**config.mk**
```make
export PLATFORM = sky130hd
export DESIGN_NAME = adc_clock_and_sequence_ctrl
export DESIGN_NICKNAME = d
export VERILOG_FILES = /design/src/verilog/adc_ctrl_pkg.sv /design/src/verilog/adc_clock_and_sequence_ctrl.sv /design/src/verilog/adc_clock_prescaler.sv
export VERILOG_INCLUDE_DIRS = /design/src /design/src/verilog
export SDC_FILE = /design/constraint.sdc
export NUM_CORES = 1
export LEC_CHECK = 0
export BUFFER_PORTS_ARGS = -buffer_cell sky130_fd_sc_hd__buf_2
export CORE_MARGIN = 10
export CORE_UTILIZATION = 30
export CTS_CLUSTER_SIZE = 25
export DETAILED_ROUTE_END_ITERATION = 7
export GPL_ROUTABILITY_DRIVEN = 0
export PLACE_DENSITY = 0.6
export SLEW_MARGIN = 10
export SYNTH_ARGS = -nofsm -noshare
export SYNTH_HDL_FRONTEND = slang
export SYNTH_SLANG_ARGS = --single-unit
```
**constraint.sdc**
```tcl
create_clock -name ref_clk -period 4 [get_ports ref_clk]
set_input_delay 0.4 -clock ref_clk [delete_from_list [all_inputs] [get_ports ref_clk]]
set_output_delay 0.4 -clock ref_clk [all_outputs]
set_load 0.05 [all_outputs]
```
**src/verilog/adc_ctrl_cfg.svh**
```systemverilog
// constants for the converter clock and sequence control
// assumes inclusion by bare name from the package and design modules
`ifndef ADC_CTRL_CFG_SVH
`define ADC_CTRL_CFG_SVH

// divider-select codes and the ratios they give
`define DIVSEL_W 2
`define DIVSEL_DIV2 2'h0
`define DIVSEL_DIV3 2'h1
`define DIVSEL_DIV4 2'h2
`define DIVSEL_DIV32 2'h3
`define DIVSEL_RESET 2'h3
`define RATIO_DIV2 6'h02
`define RATIO_DIV3 6'h03
`define RATIO_DIV4 6'h04
`define RATIO_DIV32 6'h20
`define RATIO_W 6

// result and channel widths
`define RESULT_W 10
`define CHAN_W 3

// phase lengths in internal analog clock periods
`define SYNC_TICKS 4'h1
`define SAMPLE_TICKS 4'h2
`define WRITE_TICKS 4'h1

// module clock and analog clock ceiling, in MHz
`define MODULE_CLK_MHZ 100
`define ANALOG_CLK_MAX_MHZ 10

`endif

```
**src/verilog/adc_ctrl_pkg.sv**
```systemverilog
// types and shared decode for the converter clock and sequence control
// assumes adc_ctrl_cfg.svh on the include path
`include "adc_ctrl_cfg.svh"

package adc_ctrl_pkg;

	// conversion phases, binary coded
	typedef enum logic [2:0] {
		PH_IDLE = 3'h0,
		PH_SYNC = 3'h1,
		PH_SAMPLE = 3'h2,
		PH_CONVERT = 3'h3,
		PH_WRITE = 3'h4
	} phase_t;

	typedef logic [`DIVSEL_W-1:0] divsel_t;
	typedef logic [`RATIO_W-1:0] ratio_t;

	// divider-select code to division ratio
	function automatic ratio_t ratio_of(input divsel_t sel);
		case (sel)
			`DIVSEL_DIV2: ratio_of = `RATIO_DIV2;
			`DIVSEL_DIV3: ratio_of = `RATIO_DIV3;
			`DIVSEL_DIV4: ratio_of = `RATIO_DIV4;
			default: ratio_of = `RATIO_DIV32;
		endcase
	endfunction : ratio_of

endpackage : adc_ctrl_pkg

```
**src/verilog/adc_clock_and_sequence_ctrl.sv**
```systemverilog
// digital control of a successive-approximation converter: clock
// derivation and the sync, sample, convert, write-result sequence
// assumes the comparator output arrives asynchronously from the analog
// stage and that the divider code comes from logic on ref_clk
`timescale 1ns/1ps
`default_nettype none
`include "adc_ctrl_cfg.svh"

module adc_clock_and_sequence_ctrl
	import adc_ctrl_pkg::*;
#(
	parameter logic [3:0] SYNC_TICKS = `SYNC_TICKS,
	parameter logic [3:0] SAMPLE_TICKS = `SAMPLE_TICKS,
	parameter logic [3:0] WRITE_TICKS = `WRITE_TICKS
)
(
	input wire logic ref_clk,
	input wire logic srst,
	input wire divsel_t analog_clock_divider_select,
	input wire logic convStart,
	input wire logic [`CHAN_W-1:0] channelSel,
	input wire logic compIn,
	output logic analogInputClkEn,
	output logic analogInternalClk,
	output logic digitalPartClkEn,
	output logic sampleHold,
	output logic [`CHAN_W-1:0] activeChannel,
	output logic [`RESULT_W-1:0] dacCode,
	output logic [`RESULT_W-1:0] result,
	output logic resultValid,
	output logic busy,
	output logic [2:0] phaseCode
);

	phase_t phase;
	phase_t next_phase;
	divsel_t ratioSel;
	divsel_t next_ratioSel;
	logic [3:0] phaseCnt;
	logic [3:0] next_phaseCnt;
	logic [`RESULT_W-1:0] sar;
	logic [`RESULT_W-1:0] next_sar;
	logic [`RESULT_W-1:0] trial;
	logic [`RESULT_W-1:0] next_trial;
	logic [`RESULT_W-1:0] next_result;
	logic [`CHAN_W-1:0] next_activeChannel;
	logic next_resultValid;
	logic compMeta;
	logic compSync;
	logic tick;

	// comparator crosses from the analog stage: two flops, nothing else
	always_ff @(posedge ref_clk) begin
		if (srst) begin
			compMeta <= 1'b0;
			compSync <= 1'b0;
		end else begin
			compMeta <= compIn;
			compSync <= compMeta;
		end
	end

	// one counter makes the analog input tick and internal clock level
	adc_clock_prescaler u_prescaler (
		.ref_clk(ref_clk),
		.srst(srst),
		.ratioSel(ratioSel),
		.tick(tick),
		.clkLevel(analogInternalClk)
	);

	// digital part runs at the module rate, so its enable is high whenever srst is low
	assign digitalPartClkEn = ~srst;
	assign analogInputClkEn = tick;

	// sequence next-state; idle leaves on convStart, later phases advance only on internal analog ticks
	always_comb begin
		next_phase = phase;
		next_ratioSel = ratioSel;
		next_phaseCnt = phaseCnt;
		next_sar = sar;
		next_trial = trial;
		next_result = result;
		next_activeChannel = activeChannel;
		next_resultValid = 1'b0;
		case (phase)
			PH_IDLE: begin
				// divider code is taken only here, never mid-conversion
				next_ratioSel = analog_clock_divider_select;
				if (convStart) begin
					next_phase = PH_SYNC;
					next_phaseCnt = '0;
					next_activeChannel = channelSel;
				end
			end
			PH_SYNC: begin
				if (tick) begin
					if (phaseCnt == SYNC_TICKS - 4'h1) begin
						next_phase = PH_SAMPLE;
						next_phaseCnt = '0;
					end else begin
						next_phaseCnt = phaseCnt + 4'h1;
					end
				end
			end
			PH_SAMPLE: begin
				if (tick) begin
					if (phaseCnt == SAMPLE_TICKS - 4'h1) begin
						next_phase = PH_CONVERT;
						next_phaseCnt = '0;
						next_sar = '0;
						next_trial = {1'b1, {(`RESULT_W-1){1'b0}}};
					end else begin
						next_phaseCnt = phaseCnt + 4'h1;
					end
				end
			end
			PH_CONVERT: begin
				// keep the trial bit when the input is at or above the code
				if (tick) begin
					if (compSync) begin
						next_sar = sar | trial;
					end
					next_trial = trial >> 1;
					if (trial[0]) begin
						next_phase = PH_WRITE;
						next_phaseCnt = '0;
					end
				end
			end
			PH_WRITE: begin
				if (tick) begin
					if (phaseCnt == WRITE_TICKS - 4'h1) begin
						next_result = sar;
						next_resultValid = 1'b1;
						next_phase = PH_IDLE;
						next_phaseCnt = '0;
					end else begin
						next_phaseCnt = phaseCnt + 4'h1;
					end
				end
			end
			default: begin
				next_phase = PH_IDLE;
				next_phaseCnt = '0;
			end
		endcase
	end

	// sequence registers; divider code resets to divide-by-32
	always_ff @(posedge ref_clk) begin
		if (srst) begin
			phase <= PH_IDLE;
			ratioSel <= `DIVSEL_RESET;
			phaseCnt <= '0;
			sar <= '0;
			trial <= '0;
			result <= '0;
			activeChannel <= '0;
			resultValid <= 1'b0;
		end else begin
			phase <= next_phase;
			ratioSel <= next_ratioSel;
			phaseCnt <= next_phaseCnt;
			sar <= next_sar;
			trial <= next_trial;
			result <= next_result;
			activeChannel <= next_activeChannel;
			resultValid <= next_resultValid;
		end
	end

	// trial code to the capacitor array; the comparator has a whole
	// analog period minus two sync cycles to settle, so ratio 2 leaves it no time at all
	assign dacCode = sar | trial;
	assign sampleHold = (phase == PH_SAMPLE);
	assign busy = (phase != PH_IDLE);
	assign phaseCode = phase;

endmodule : adc_clock_and_sequence_ctrl

`default_nettype wire

```
**src/verilog/adc_clock_prescaler.sv**
```systemverilog
// prescaler: module clock to analog input clock tick and analog clock level
// assumes a single module clock and a ratio held stable by the caller
`timescale 1ns/1ps
`default_nettype none
`include "adc_ctrl_cfg.svh"

module adc_clock_prescaler
	import adc_ctrl_pkg::*;
(
	input wire logic ref_clk,
	input wire logic srst,
	input wire divsel_t ratioSel,
	output logic tick,
	output logic clkLevel
);

	ratio_t cnt;
	ratio_t next_cnt;
	ratio_t ratio;
	logic next_clkLevel;

	// wrap on >= so a ratio change never strands the counter above its end
	always_comb begin
		ratio = ratio_of(ratioSel);
		if (cnt >= ratio - `RATIO_W'(1)) begin
			next_cnt = '0;
		end else begin
			next_cnt = cnt + `RATIO_W'(1);
		end
		// high for the first half of each period; odd ratios lean low
		next_clkLevel = (next_cnt < (ratio >> 1));
	end

	always_ff @(posedge ref_clk) begin
		if (srst) begin
			cnt <= '0;
			clkLevel <= 1'b0;
		end else begin
			cnt <= next_cnt;
			clkLevel <= next_clkLevel;
		end
	end

	assign tick = (cnt >= ratio - `RATIO_W'(1));

endmodule : adc_clock_prescaler

`default_nettype wire

```
## Yosys cells after proc, flatten, opt, wreduce, memory -nomap -nowiden

Cells that the tools add are included.

| word-level totals | value |
|---|---|
| register bits after elaboration | 52 |
| input port bits | 9 |
| output and inout port bits | 32 |
| logic and storage cells | 82 |

| cells by class | value |
|---|---|
| $add $sub $neg | 3 |
| $lt $le $gt $ge | 2 |
| eq/ne operators | 18 |
| multiplexer cells | 30 |
| bitwise logic cells | 4 |
| reductions and logical operators | 13 |

Operators by type and width:

| cell | number |
|---|---|
| 10-bit 2-to-1 mux | 7 |
| 10-bit one-hot mux with 2 select lines | 2 |
| 4-bit 2-to-1 mux | 7 |
| 3-bit 2-to-1 mux | 9 |
| 2-bit inequality test (second input constant) | 9 |
| 6-bit one-hot mux with 3 select lines | 1 |
| 4-bit one-hot mux with 4 select lines | 1 |
| 3-bit one-hot mux with 5 select lines | 1 |
| 10-bit OR | 1 |
| 5-bit AND reduction | 2 |
| 9-bit AND reduction | 1 |
| 6-bit by 1-bit adder with 6-bit output (second input constant) | 1 |
| 3-bit by 2-bit == test with 1-bit output (second input constant) | 2 |
| 6-bit >= comparator | 1 |
| 6-bit by 5-bit less-than comparator with 1-bit output | 1 |
| 6-bit 2-to-1 mux | 1 |
| 6-bit by 1-bit subtractor with 6-bit output (second input constant) | 1 |
| 4-bit by 1-bit adder with 4-bit output (second input constant) | 1 |
| 4-bit by 1-bit == test with 1-bit output (second input constant) | 1 |
| 4-bit logical NOT | 1 |
| 2-bit by 1-bit inequality test with 1-bit output (second input constant) | 2 |
| 4-bit AND reduction | 1 |
| 3-bit by 1-bit == test with 1-bit output (second input constant) | 1 |
| 3-bit == test (second input constant) | 1 |
| other kinds (12) | 14 |

## Depth between registers and ports, before layout

Gate-level depths: netlist of the first run.

| depth | value |
|---|---|
| depth after elaboration | 6 |
| mapped depth | 12 |
| depth with buffers taken out | 10 |

## Cells and area by module

A second synthesis of the first run with hierarchy kept.

| second synthesis, totals | value |
|---|---|
| cells, all modules | 270 |
| area total of the unflattened synthesis | 2486.1 µm² |

By module, submodules not included:

| module | instances | cells each | area an instance (µm²) | sequential area each (µm²) |
|---|---|---|---|---|
| adc_clock_and_sequence_ctrl | 1 | 211 | 1970.6 | 900.9 |
| adc_clock_prescaler | 1 | 59 | 515.5 | 140.1 |

## Worst setup path before layout of the first run

Ideal clock, no wire load.

| path | value |
|---|---|
| path type | register to register |
| start point | register ratioSel[1] |
| end point | register u_prescaler.clkLevel |
| setup time | 0.115 ns |
| arrival time | 2.836 ns |
| data required time | 3.885 ns |
| path slack | 1.049 ns |
| cell stages (with the launch flop) | 11 |
| buffers on the path | 2 |
| period minus slack after synthesis | 2.951 ns |
| cell sequence | dfxtp_1 > nand2_1 > ha_1 > nand4_1 > o221a_2 > buf_2 > inv_2 > buf_1 > nor2_1 > ha_1 > a2111oi_0 |

| on the way | value |
|---|---|
| longest elaborated chain between the ends | 6 |
| elaborated cells between the ends (all ways) | 8 |
| those cells by class | add/sub (1); order compare (2); eq/ne (2); mux (2); reduce/logical (1) |

RTL lines:

| element | line | source |
|---|---|---|
| start, declared | adc_clock_and_sequence_ctrl.sv:37 | `divsel_t ratioSel;` |
| start signal, assigned | adc_clock_and_sequence_ctrl.sv:154 | `` ratioSel <= `DIVSEL_RESET; `` |
| start signal, assigned | adc_clock_and_sequence_ctrl.sv:163 | `ratioSel <= next_ratioSel;` |
| 2-bit == test (tied with other cells) | adc_ctrl_pkg.sv:21 | `case (sel)` |
| 6-bit one-hot mux with 3 select lines * | adc_ctrl_pkg.sv:21 |  |
| 6-bit by 1-bit subtractor with 6-bit output * | -- |  |
| 6-bit >= comparator * | -- |  |
| net analogInputClkEn | adc_clock_and_sequence_ctrl.sv:23 | `output logic analogInputClkEn,` |
| 6-bit 2-to-1 mux * | adc_clock_prescaler.sv:25 | `` if (cnt >= ratio - `RATIO_W'(1)) begin `` |
| net u_prescaler.next_cnt[4] | adc_clock_prescaler.sv:18 | `ratio_t next_cnt;` |
| 6-bit by 5-bit less-than comparator with 1-bit output * | adc_clock_prescaler.sv:31 | `next_clkLevel = (next_cnt < (ratio >> 1));` |
| end signal, assigned | adc_clock_prescaler.sv:40 | `clkLevel <= next_clkLevel;` |
| end, declared | adc_clock_prescaler.sv:14 | `output logic clkLevel` |

The timed path passes the listed nets; every way through them passes the cells marked *.
A chain may end at the register's enable or synchronous reset.

## Worst setup path in the final report of the first run

| path | value |
|---|---|
| start point | register u_prescaler.cnt[0] |
| end point | register u_prescaler.clkLevel |

| on the way | value |
|---|---|
| longest elaborated chain between the ends | 3 |
| elaborated cells between the ends (all ways) | 4 |
| those cells by class | add/sub (1); order compare (2); mux (1) |

RTL lines:

| element | line | source |
|---|---|---|
| start, declared | adc_clock_prescaler.sv:17 | `ratio_t cnt;` |
| start signal, assigned | adc_clock_prescaler.sv:39 | `cnt <= next_cnt;` |
| 6-bit by 1-bit adder with 6-bit output / 6-bit >= comparator (equally long branches) | adc_clock_prescaler.sv:28, adc_clock_prescaler.sv:25 |  |
| 6-bit 2-to-1 mux * | adc_clock_prescaler.sv:25 |  |
| net u_prescaler.next_cnt[1] | adc_clock_prescaler.sv:18 |  |
| 6-bit by 5-bit less-than comparator with 1-bit output * | adc_clock_prescaler.sv:31 |  |

Marks and branches as above.

==> results.toml, run 1 <==
[synthesis]
synth_edf_count = 0
syn_avg_cell_area_um2 = 8.56
netlist_area_mm2 = 0.00250
yosysWarningCount = 0
synth_ff_type = "dfxtp_1"
ys_types = 47
syn_nets = 313
netlist_instances = 292
yosysTopAreaCellShare_pct = 41.6
ys_seq_elements = 52
yosys.area.top_type = "dfxtp_1"
async_flop_share_pct = 0
netlist_top_cells_area = "dfxtp_1 42%, ha_1 6.0%, a21oi_1 5.8%"
seq_area_frac_synth_pct = 41.6

[critical_path]
reg2reg_depth = 10
r2r-end = "u_prescaler.clkLevel"
cp_data_arrival_time_ns = 3.39
slowest_stage = "o221a_2"
rrSetupSlack_ns = 0.81
cp-startpoint = "u_prescaler.cnt[0]"
endpoint_kind = "flop"
cp.depth = 10
timing.critical_path.buf_inv = 1
start_kind = "flop"
cp_cell_sequence = "inv_1 -> ha_1 -> nand2b_1 -> a21oi_1 -> o221a_2 -> and2_1 -> ha_1 -> a211oi_1 -> o31ai_1 -> a2111oi_0"
path_class = "flop to flop"
crit_end = "u_prescaler.clkLevel"
crit_path_max_fanout = 37
r2r-start = "u_prescaler.cnt[0]"
cpPeakStageDelay_ns = 0.70
cp.required_ns = 4.20
critPathMostFrequentCell = "ha_1"
critPathTopFamily = "compound AO/OA/AOI/OAI gates"

[drt]
num_vias = 2173
postRouteAntennaNets = 0
first_pass_iters = 5
detail_route.wl_per_cell_um = 14.6
drc = 0
via_per_inst = 5.10
drt_iter0_markers = 83
totalWireLength_mm = 6.20

[outcome]
status = "finished, final reports clean"

[floorplanning]
ios = 41
start_util_pct = 30.6
die-area_mm2 = 0.0124
rows = 33
core-area_mm2 = 0.00818
die_y_um = 111
die_x_um = 111

[sta]
finalHoldViolations = 0
finalSetupViolations = 0
worst_slew_pin_slew_ns = 0.921
period_share_pct = 79.7
fin_tns_setup_ns = 0
fmax_ghz = 0.314
rsz0062_at_grt = "no"
fin_worst_skew_ns = 0.0114
relSlewSlack_pct = 38.4
report.final.slew_viol_count = 0
fin_crit_ns = 3.19
fin_ws_ns = 0.811

[power_and_ir_drop]
power_density_mw_per_mm2 = 487
leakage_uw = 0.00117
peakVddDrop_uv = 183

[clocking]
numCtsBuffers = 5
cts_hold_buf = 0
h-tree-depth = 2
clockBufferDepth = 2
cts.sinks = 52
clk_latency_ns = 0.32
clk_pin_slew_ns = 0.10
ctsResizeCount = 0
cts_tree = "built"
postCtsSetupRepairBufs = 0
root_buffer = "clkbuf_8"

[placement]
hpwl_mm = 4.26
numPortBuffers = 40
place_ws_ns = 0.868

[finish]
most-common-layout-cells = "52 x dfxtp_1, 40 x buf_2, 29 x a21oi_1"
layout_commonest_cell = "dfxtp_1"
final_nets = 341
drive_gt1_share_pct = 18.7
diodes = 0
area_growth_syn_to_layout_pct = 14.1

[global_routing]
grt_pass1_vias = 2172
groute.usage.overall_pct = 9.97
grt_overflow = 0
antenna_found_initial = 0
grt_pass1_wl_mm = 10.6
grt_max_degree = 46

[hold_path]
hp-class = "input port to flop"

[job]
maxCapViolCount = 0
-- layout make-up --
cell class / instances / area (µm²)
multi-input cells: 206 / 1320
flip-flops and latches: 52 / 1040
clock buffers: 5 / 68.8
well taps: 105 / 131
clock inverters: 3 / 21.3
fillers: 868 / 5320
inverters: 12 / 45.0
repair buffers: 43 / 223
-- metal layers --
layer	part of all wire (%)	routed length (µm)	global-route usage, %	vias to the layer above
met2	46	2850	16.1	34
met1	48	3000	12.1	1020
met5	0	0	0	-
met3	5.0	307	3.68	2
li1	-	-	-	1117
met4	0.68	42	2.83	0
-- power by group --
| group | internal (µW) | leakage, µW | switching, µW |
|---|---|---|---|
| clock | 125 | 0.0000445 | 187 |
| sequential | 547 | 0.000422 | 53.5 |
| combinational | 149 | 0.000705 | 329 |
| total | 821 | 0.00117 | 569 |
-- cell usage after synthesis (all sizes together) (5+ instances only) --
cell    instances
nor4b           5
nand2           8
inv            11
mux2i           5
nor2           18
dfxtp          52
o21a            6
ha             12
o31ai           6
or2             5
a21oi          29
a211oi          6
nand4          12
o21ai          28
nand3          16
nor3            7
buf             8
clkbuf         14
-- worst register-to-register path, stage by stage (launching register included) --
cell and delay [ns]:
dfxtp_1 0.43, inv_1 0.09, ha_1 0.28, nand2b_1 0.14
a21oi_1 0.30, o221a_2 0.70, and2_1 0.22, ha_1 0.24
a211oi_1 0.24, o31ai_1 0.09, a2111oi_0 0.36
-- worst min path at each step --
stage	from	to	slack [ns]	cells after the start
5_1_grt	analog_clock_divider_select[0]	ratioSel[0]	0.31	3
3_5_place_dp	compMeta	compSync	0.43	1
2_1_floorplan	compMeta	compSync	0.41	1
3_3_place_gp	compMeta	compSync	0.43	1
6_report	analog_clock_divider_select[1]	ratioSel[1]	0.29	3
4_1_cts	analog_clock_divider_select[1]	ratioSel[1]	0.29	3
-- cell families after synthesis --
family	after synthesis	share of synthesized area, %
other cells	1	0.150
buf+inv	34	5.46
compound gates	87	21.5
mux	5	2.00
simple gates	96	21.5
fa+ha+maj	12	6.01
xor+xnor	5	1.75
flops	52	41.6
-- metrics by stage --
stage               power [µW]  hold slack, ns  util, %  instance area, µm²  cells
global route              1480           0.309     34.9                2850    426
finish                    1390           0.289     34.9                2850    426
detailed placement        1090           0.432     33.8                2760    418
global placement          1080           0.429     33.8                2760    418
CTS                       1410           0.286     34.9                2850    426
floorplan                  985           0.414        -                2500    292
-- registers in the layout, indices dropped and copies added, names as in the netlist --
| register | cells |
|---|---|
| u_prescaler.clkLevel | 1 |
| ratioSel | 2 |
| phaseCnt | 4 |
| compSync | 1 |
| result | 10 |
| trial | 10 |
| u_prescaler.cnt | 6 |
| sar | 10 |
| phaseCode | 3 |
| compMeta | 1 |
| resultValid | 1 |
| activeChannel | 3 |
(Power assumes the default switching activity.)
==> run 2, diff against run 1 <==
Clock period 4 ns to 3.1 ns, I/O delays scaled along.
==> run 2 against run 1 <==
Compared with the run above:
- hold slack got worse by 0.083 ns
- first-iteration DRC count decreased by 6.0%
- sequential share of layout area down 0.35 points
- clock skew fell by 0.00099 ns
- final cell count grew 0.70%
- combinational power is 30% higher
- global-route usage down 0.26 points
- routed wire length is essentially flat
- sequential power up 29%
- die area stayed put
- non-clock buffer count grew 3
- critical path type is now flop to primary output
- critical endpoint is now analogInputClkEn
==> results.toml, run 2 (synthesis gave the netlist of run 1 again) <==
[drt]
wl_met3_um = 274
postRouteAntennaNets = 0
wl_met1_mm = 3.03
drt_iter0_markers = 78
totalWireLength_mm = 6.20
first_pass_iters = 4
via_per_inst = 5.07
num_vias = 2176
detail_route.wl_per_cell_um = 14.5
drc = 0
top_layer = "met4"
wl_met2_mm = 2.82

[clocking]
cts_hold_buf = 0
ctsResizeCount = 0
postCtsSetupRepairBufs = 0
clk_pin_slew_ns = 0.10
numCtsBuffers = 5
root_buffer = "clkbuf_8"
cts_tree = "built"
h-tree-depth = 2
clk_latency_ns = 0.31
clockBufferDepth = 2
cts.sinks = 52

[global_routing]
antenna_found_initial = 0
groute.usage.overall_pct = 9.71
grt_overflow = 0
grt_pass1_wl_mm = 10.4
grt_max_degree = 45
grt_pass1_vias = 2121

[placement]
numPortBuffers = 40
place_ws_ns = 0.447
hpwl_mm = 4.37

[sta]
fin_crit_ns = 2.90
fin_tns_setup_ns = 0
report.final.slew_viol_count = 0
finalHoldViolations = 0
rsz0062_at_grt = "no"
period_share_pct = 93.4
fmax_ghz = 0.345
worst_slew_pin_slew_ns = 0.823
fin_ws_ns = 0.203
fin_worst_skew_ns = 0.0105
relSlewSlack_pct = 44.7
finalSetupViolations = 0

[finish]
drive_gt1_share_pct = 19.4
top_regs = "result x10, sar x10, trial x10"
final_nets = 344
most-common-layout-cells = "52 x dfxtp_1, 40 x buf_2, 29 x a21oi_1"
fin_util_pct = 35.2
area_growth_syn_to_layout_pct = 15.2
diodes = 0
layout_commonest_cell = "dfxtp_1"

[critical_path]
crit_path_max_fanout = 36
critPathMostFrequentCell = "nand2b_1"
cpPeakStageDelay_ns = 0.38
timing.critical_path.buf_inv = 4
slowest_stage = "dfxtp_1"
endpoint_kind = "primary output"
rrSetupSlack_ns = 0.44
cp.required_ns = 2.79
cp_data_arrival_time_ns = 2.59
reg2reg_depth = 10
cp.depth = 9
start_kind = "flop"
cp_cell_sequence = "nand2b_1 -> ha_1 -> nand2b_1 -> a21oi_1 -> o221a_2 -> buf_6 -> inv_2 -> buf_4 -> buf_2"
critPathTopFamily = "buffers and inverters"
path_class = "flop to primary output"

[floorplanning]
ios = 41
core-area_mm2 = 0.00818
die_x_um = 111
rows = 33
start_util_pct = 30.6
die_y_um = 111
die-area_mm2 = 0.0124

[hold_path]
whs_path_depth = 3
hp-class = "input port to flop"

[power_and_ir_drop]
power_density_mw_per_mm2 = 627
peakVddDrop_uv = 229
leakage_uw = 0.00119

[outcome]
status = "finished, final reports clean"

[job]
maxCapViolCount = 0
## run 2: cell types whose count changed in the layout (fill, tap and decap cells not counted)
cell        delta
clkinvlp_4     -1
clkinv_4       +1
buf_6          +1
buf_4          +2
## run 2: layer usage
layer	vias to the layer above	GRT usage (%)
li1	1125	-
met1	1007	12.7
met2	35	14.7
met3	9	2.92
met4	0	3.51
met5	-	0
## run 2: final timing paths
kind,from,to
worst max-delay path,ratioSel[1],analogInputClkEn
worst min-delay path,analog_clock_divider_select[1],ratioSel[1]
worst max register to register,ratioSel[1],u_prescaler.clkLevel
worst min register to register,compMeta,compSync
## run 2: metrics by stage
stage          hold WS [ns]  instance area [µm²]  instances  power, µW
2_1_floorplan         0.414                 2500        292       1270
3_3_place_gp          0.429                 2790        421       1410
3_5_place_dp          0.444                 2790        421       1420
4_1_cts               0.202                 2880        429       1820
5_1_grt               0.214                 2880        429       1920
6_report              0.206                 2880        429       1800
## run 2: layout make-up
| type | count | area, µm² |
|---|---|---|
| tap | 105 | 131 |
| sequential | 52 | 1040 |
| clock buffer | 5 | 68.8 |
| timing repair buffer | 46 | 249 |
| clock inverter | 3 | 22.5 |
| multi-input combinational | 206 | 1320 |
| fill | 863 | 5300 |
| inverter | 12 | 45.0 |
## run 2: power by group
part | total (µW) | switching (µW) | internal (µW)
clock network | 406 | 244 | 162
logic | 622 | 423 | 200
registers | 776 | 70.7 | 705
total | 1800 | 737 | 1070
## run 2: worst reg2reg max path: cells and delay by family, from the launching register on
family,cells,cell delay (ns)
DFF,1,0.38
AOI/OAI and AO/OA,5,1.22
adders and majority gates,2,0.50
and+or+nand+nor,3,0.45
==> run 3, diff against run 2 <==
Settings changed: RECOVER_POWER set to 50.
==> run 3 against run 2 <==
Compared with the run above:
- the run now ends with capacitance limit, slew limit left
- via count grew 0.14%
- critical path type unchanged
- largest cell class unchanged
- first-iteration DRC count grew 29%
- combinational power shrank 2%
==> results.toml, run 3 (synthesis gave the netlist of run 1 again) <==
[global_routing]
grt_pass1_wl_mm = 10.4
grt_pass1_vias = 2121
antenna_found_initial = 0
grt_overflow = 0
groute.usage.overall_pct = 9.71
grt_max_degree = 45

[floorplanning]
core-area_mm2 = 0.00818
start_util_pct = 30.6
rows = 33
die_y_um = 111
die_x_um = 111
ios = 41
die-area_mm2 = 0.0124

[clocking]
h-tree-depth = 2
numCtsBuffers = 5
cts_tree = "built"
root_buffer = "clkbuf_8"
clk_latency_ns = 0.31
cts_hold_buf = 0
clockBufferDepth = 2
clk_pin_slew_ns = 0.10
cts.sinks = 52

[finish]
fillers = 877
top_regs = "result x10, sar x10, trial x10"
area_growth_syn_to_layout_pct = 13.5
diodes = 0
final_nets = 344
most-common-layout-cells = "52 x dfxtp_1, 32 x clkbuf_1, 29 x a21oi_1"
fin_util_pct = 34.7
drive_gt1_share_pct = 9.57
layout_commonest_cell = "dfxtp_1"

[power_and_ir_drop]
power_density_mw_per_mm2 = 632
leakage_uw = 0.00106
p_total_uw = 1790
peakVddDrop_uv = 254

[sta]
finalHoldViolations = 0
fin_worst_skew_ns = 0.0108
period_share_pct = 93.7
fin_crit_ns = 2.90
relSlewSlack_pct = -34.2
hold_slack_ns = 0.206
report.final.slew_viol_count = 45
fmax_ghz = 0.344
finalSetupViolations = 0
fin_ws_ns = 0.196
rsz0062_at_grt = "no"
worst_slew_pin_slew_ns = 2.01
fin_tns_setup_ns = 0

[drt]
drc = 0
drt_iter0_markers = 101
num_vias = 2179
first_pass_iters = 4
detail_route.wl_per_cell_um = 14.6
via_per_inst = 5.08
totalWireLength_mm = 6.27
postRouteAntennaNets = 0

[outcome]
failed_checks = "capacitance limit, slew limit"
status = "finished, violations left"

[hold_path]
hp-start = "analog_clock_divider_select[1]"
whs_path_depth = 3
hp-class = "input port to flop"
whs_endpoint = "ratioSel[1]"

[critical_path]
cp_cell_sequence = "nand2b_1 -> ha_1 -> nand2b_1 -> a21oi_1 -> o221a_2 -> buf_6 -> inv_2 -> buf_4 -> buf_2"
cp.required_ns = 2.79
reg2reg_depth = 10
crit_path_max_fanout = 36
cpPeakStageDelay_ns = 0.38
slowest_stage = "dfxtp_1"
rrSetupSlack_ns = 0.42
critPathMostFrequentCell = "nand2b_1"
r2r-start = "ratioSel[1]"
cp_data_arrival_time_ns = 2.59
r2r-end = "u_prescaler.clkLevel"
endpoint_kind = "primary output"
start_kind = "flop"
path_class = "flop to primary output"

[placement]
place_ws_ns = 0.447
numPortBuffers = 40
hpwl_mm = 4.37

[job]
maxCapViolCount = 1
-- run 3: cell count changes in the layout (fill, tap and decap cells not counted), sizes merged --
cell    delta
clkbuf    +32
buf       -32
-- run 3: final cells by class --
class                      instances  area [µm²]  share of cell area, %
clock inverter                     3        22.5                  0.794
clock buffer                       5        68.8                   2.43
sequential                        52        1040                   36.7
multi-input combinational        206        1320                   46.6
tap                              105         131                   4.63
timing repair buffer              46         206                   7.28
inverter                          12        45.0                   1.59
-- run 3: stage by stage --
stage | instances | instance area (µm²)
after floorplan | 292 | 2500
final | 429 | 2840
after detailed placement | 421 | 2790
after CTS | 429 | 2880
after global placement | 421 | 2790
after global routing | 429 | 2840
-- run 3: layer usage --
metal	GRT usage, %	up-vias	part of all wire [%]
met2	14.7	44	45
li1	-	1124	-
met4	3.51	0	1.5
met1	12.7	1002	48
met5	0	-	0
met3	2.92	9	5.3
-- run 3: what timing repair did --
item | 4_1_cts | 5_1_grt
endpoints found under the hold margin | 0 | 0
buffers inserted | 0 | 0
endpoints found under the setup margin | 0 | 1
resized for setup | 0 | 1
-- run 3: how the worst max path moves through the flow --
| stage | start | end | slack [ns] | depth (start not counted) |
|---|---|---|---|---|
| 6_report | ratioSel[1] | analogInputClkEn | 0.20 | 9 |
| 5_1_grt | ratioSel[1] | analogInputClkEn | 0.03 | 9 |
| 4_1_cts | ratioSel[1] | analogInputClkEn | 0.09 | 9 |
| 3_5_place_dp | ratioSel[1] | u_prescaler.clkLevel | 0.45 | 10 |
| 3_3_place_gp | ratioSel[1] | analogInputClkEn | 0.55 | 9 |
| 2_1_floorplan | ratioSel[1] | u_prescaler.clkLevel | 0.15 | 10 |
-- run 3: worst max-delay path: cells and delay by family, from the launching register on --
family | cells | cell delay, ns
buffers and inverters | 4 | 0.79
AOI/OAI and AO/OA | 2 | 0.54
DFF | 1 | 0.38
and+or+nand+nor | 2 | 0.31
adders and majority gates | 1 | 0.26
-- run 3: where the power goes --
| group | total, µW | switching, µW | leakage, µW | internal [µW] |
|---|---|---|---|---|
| clock | 405 | 243 | 0.0000485 | 162 |
| sequential | 776 | 70.8 | 0.000422 | 705 |
| combinational | 612 | 424 | 0.000585 | 189 |
| total | 1790 | 737 | 0.00106 | 1060 |
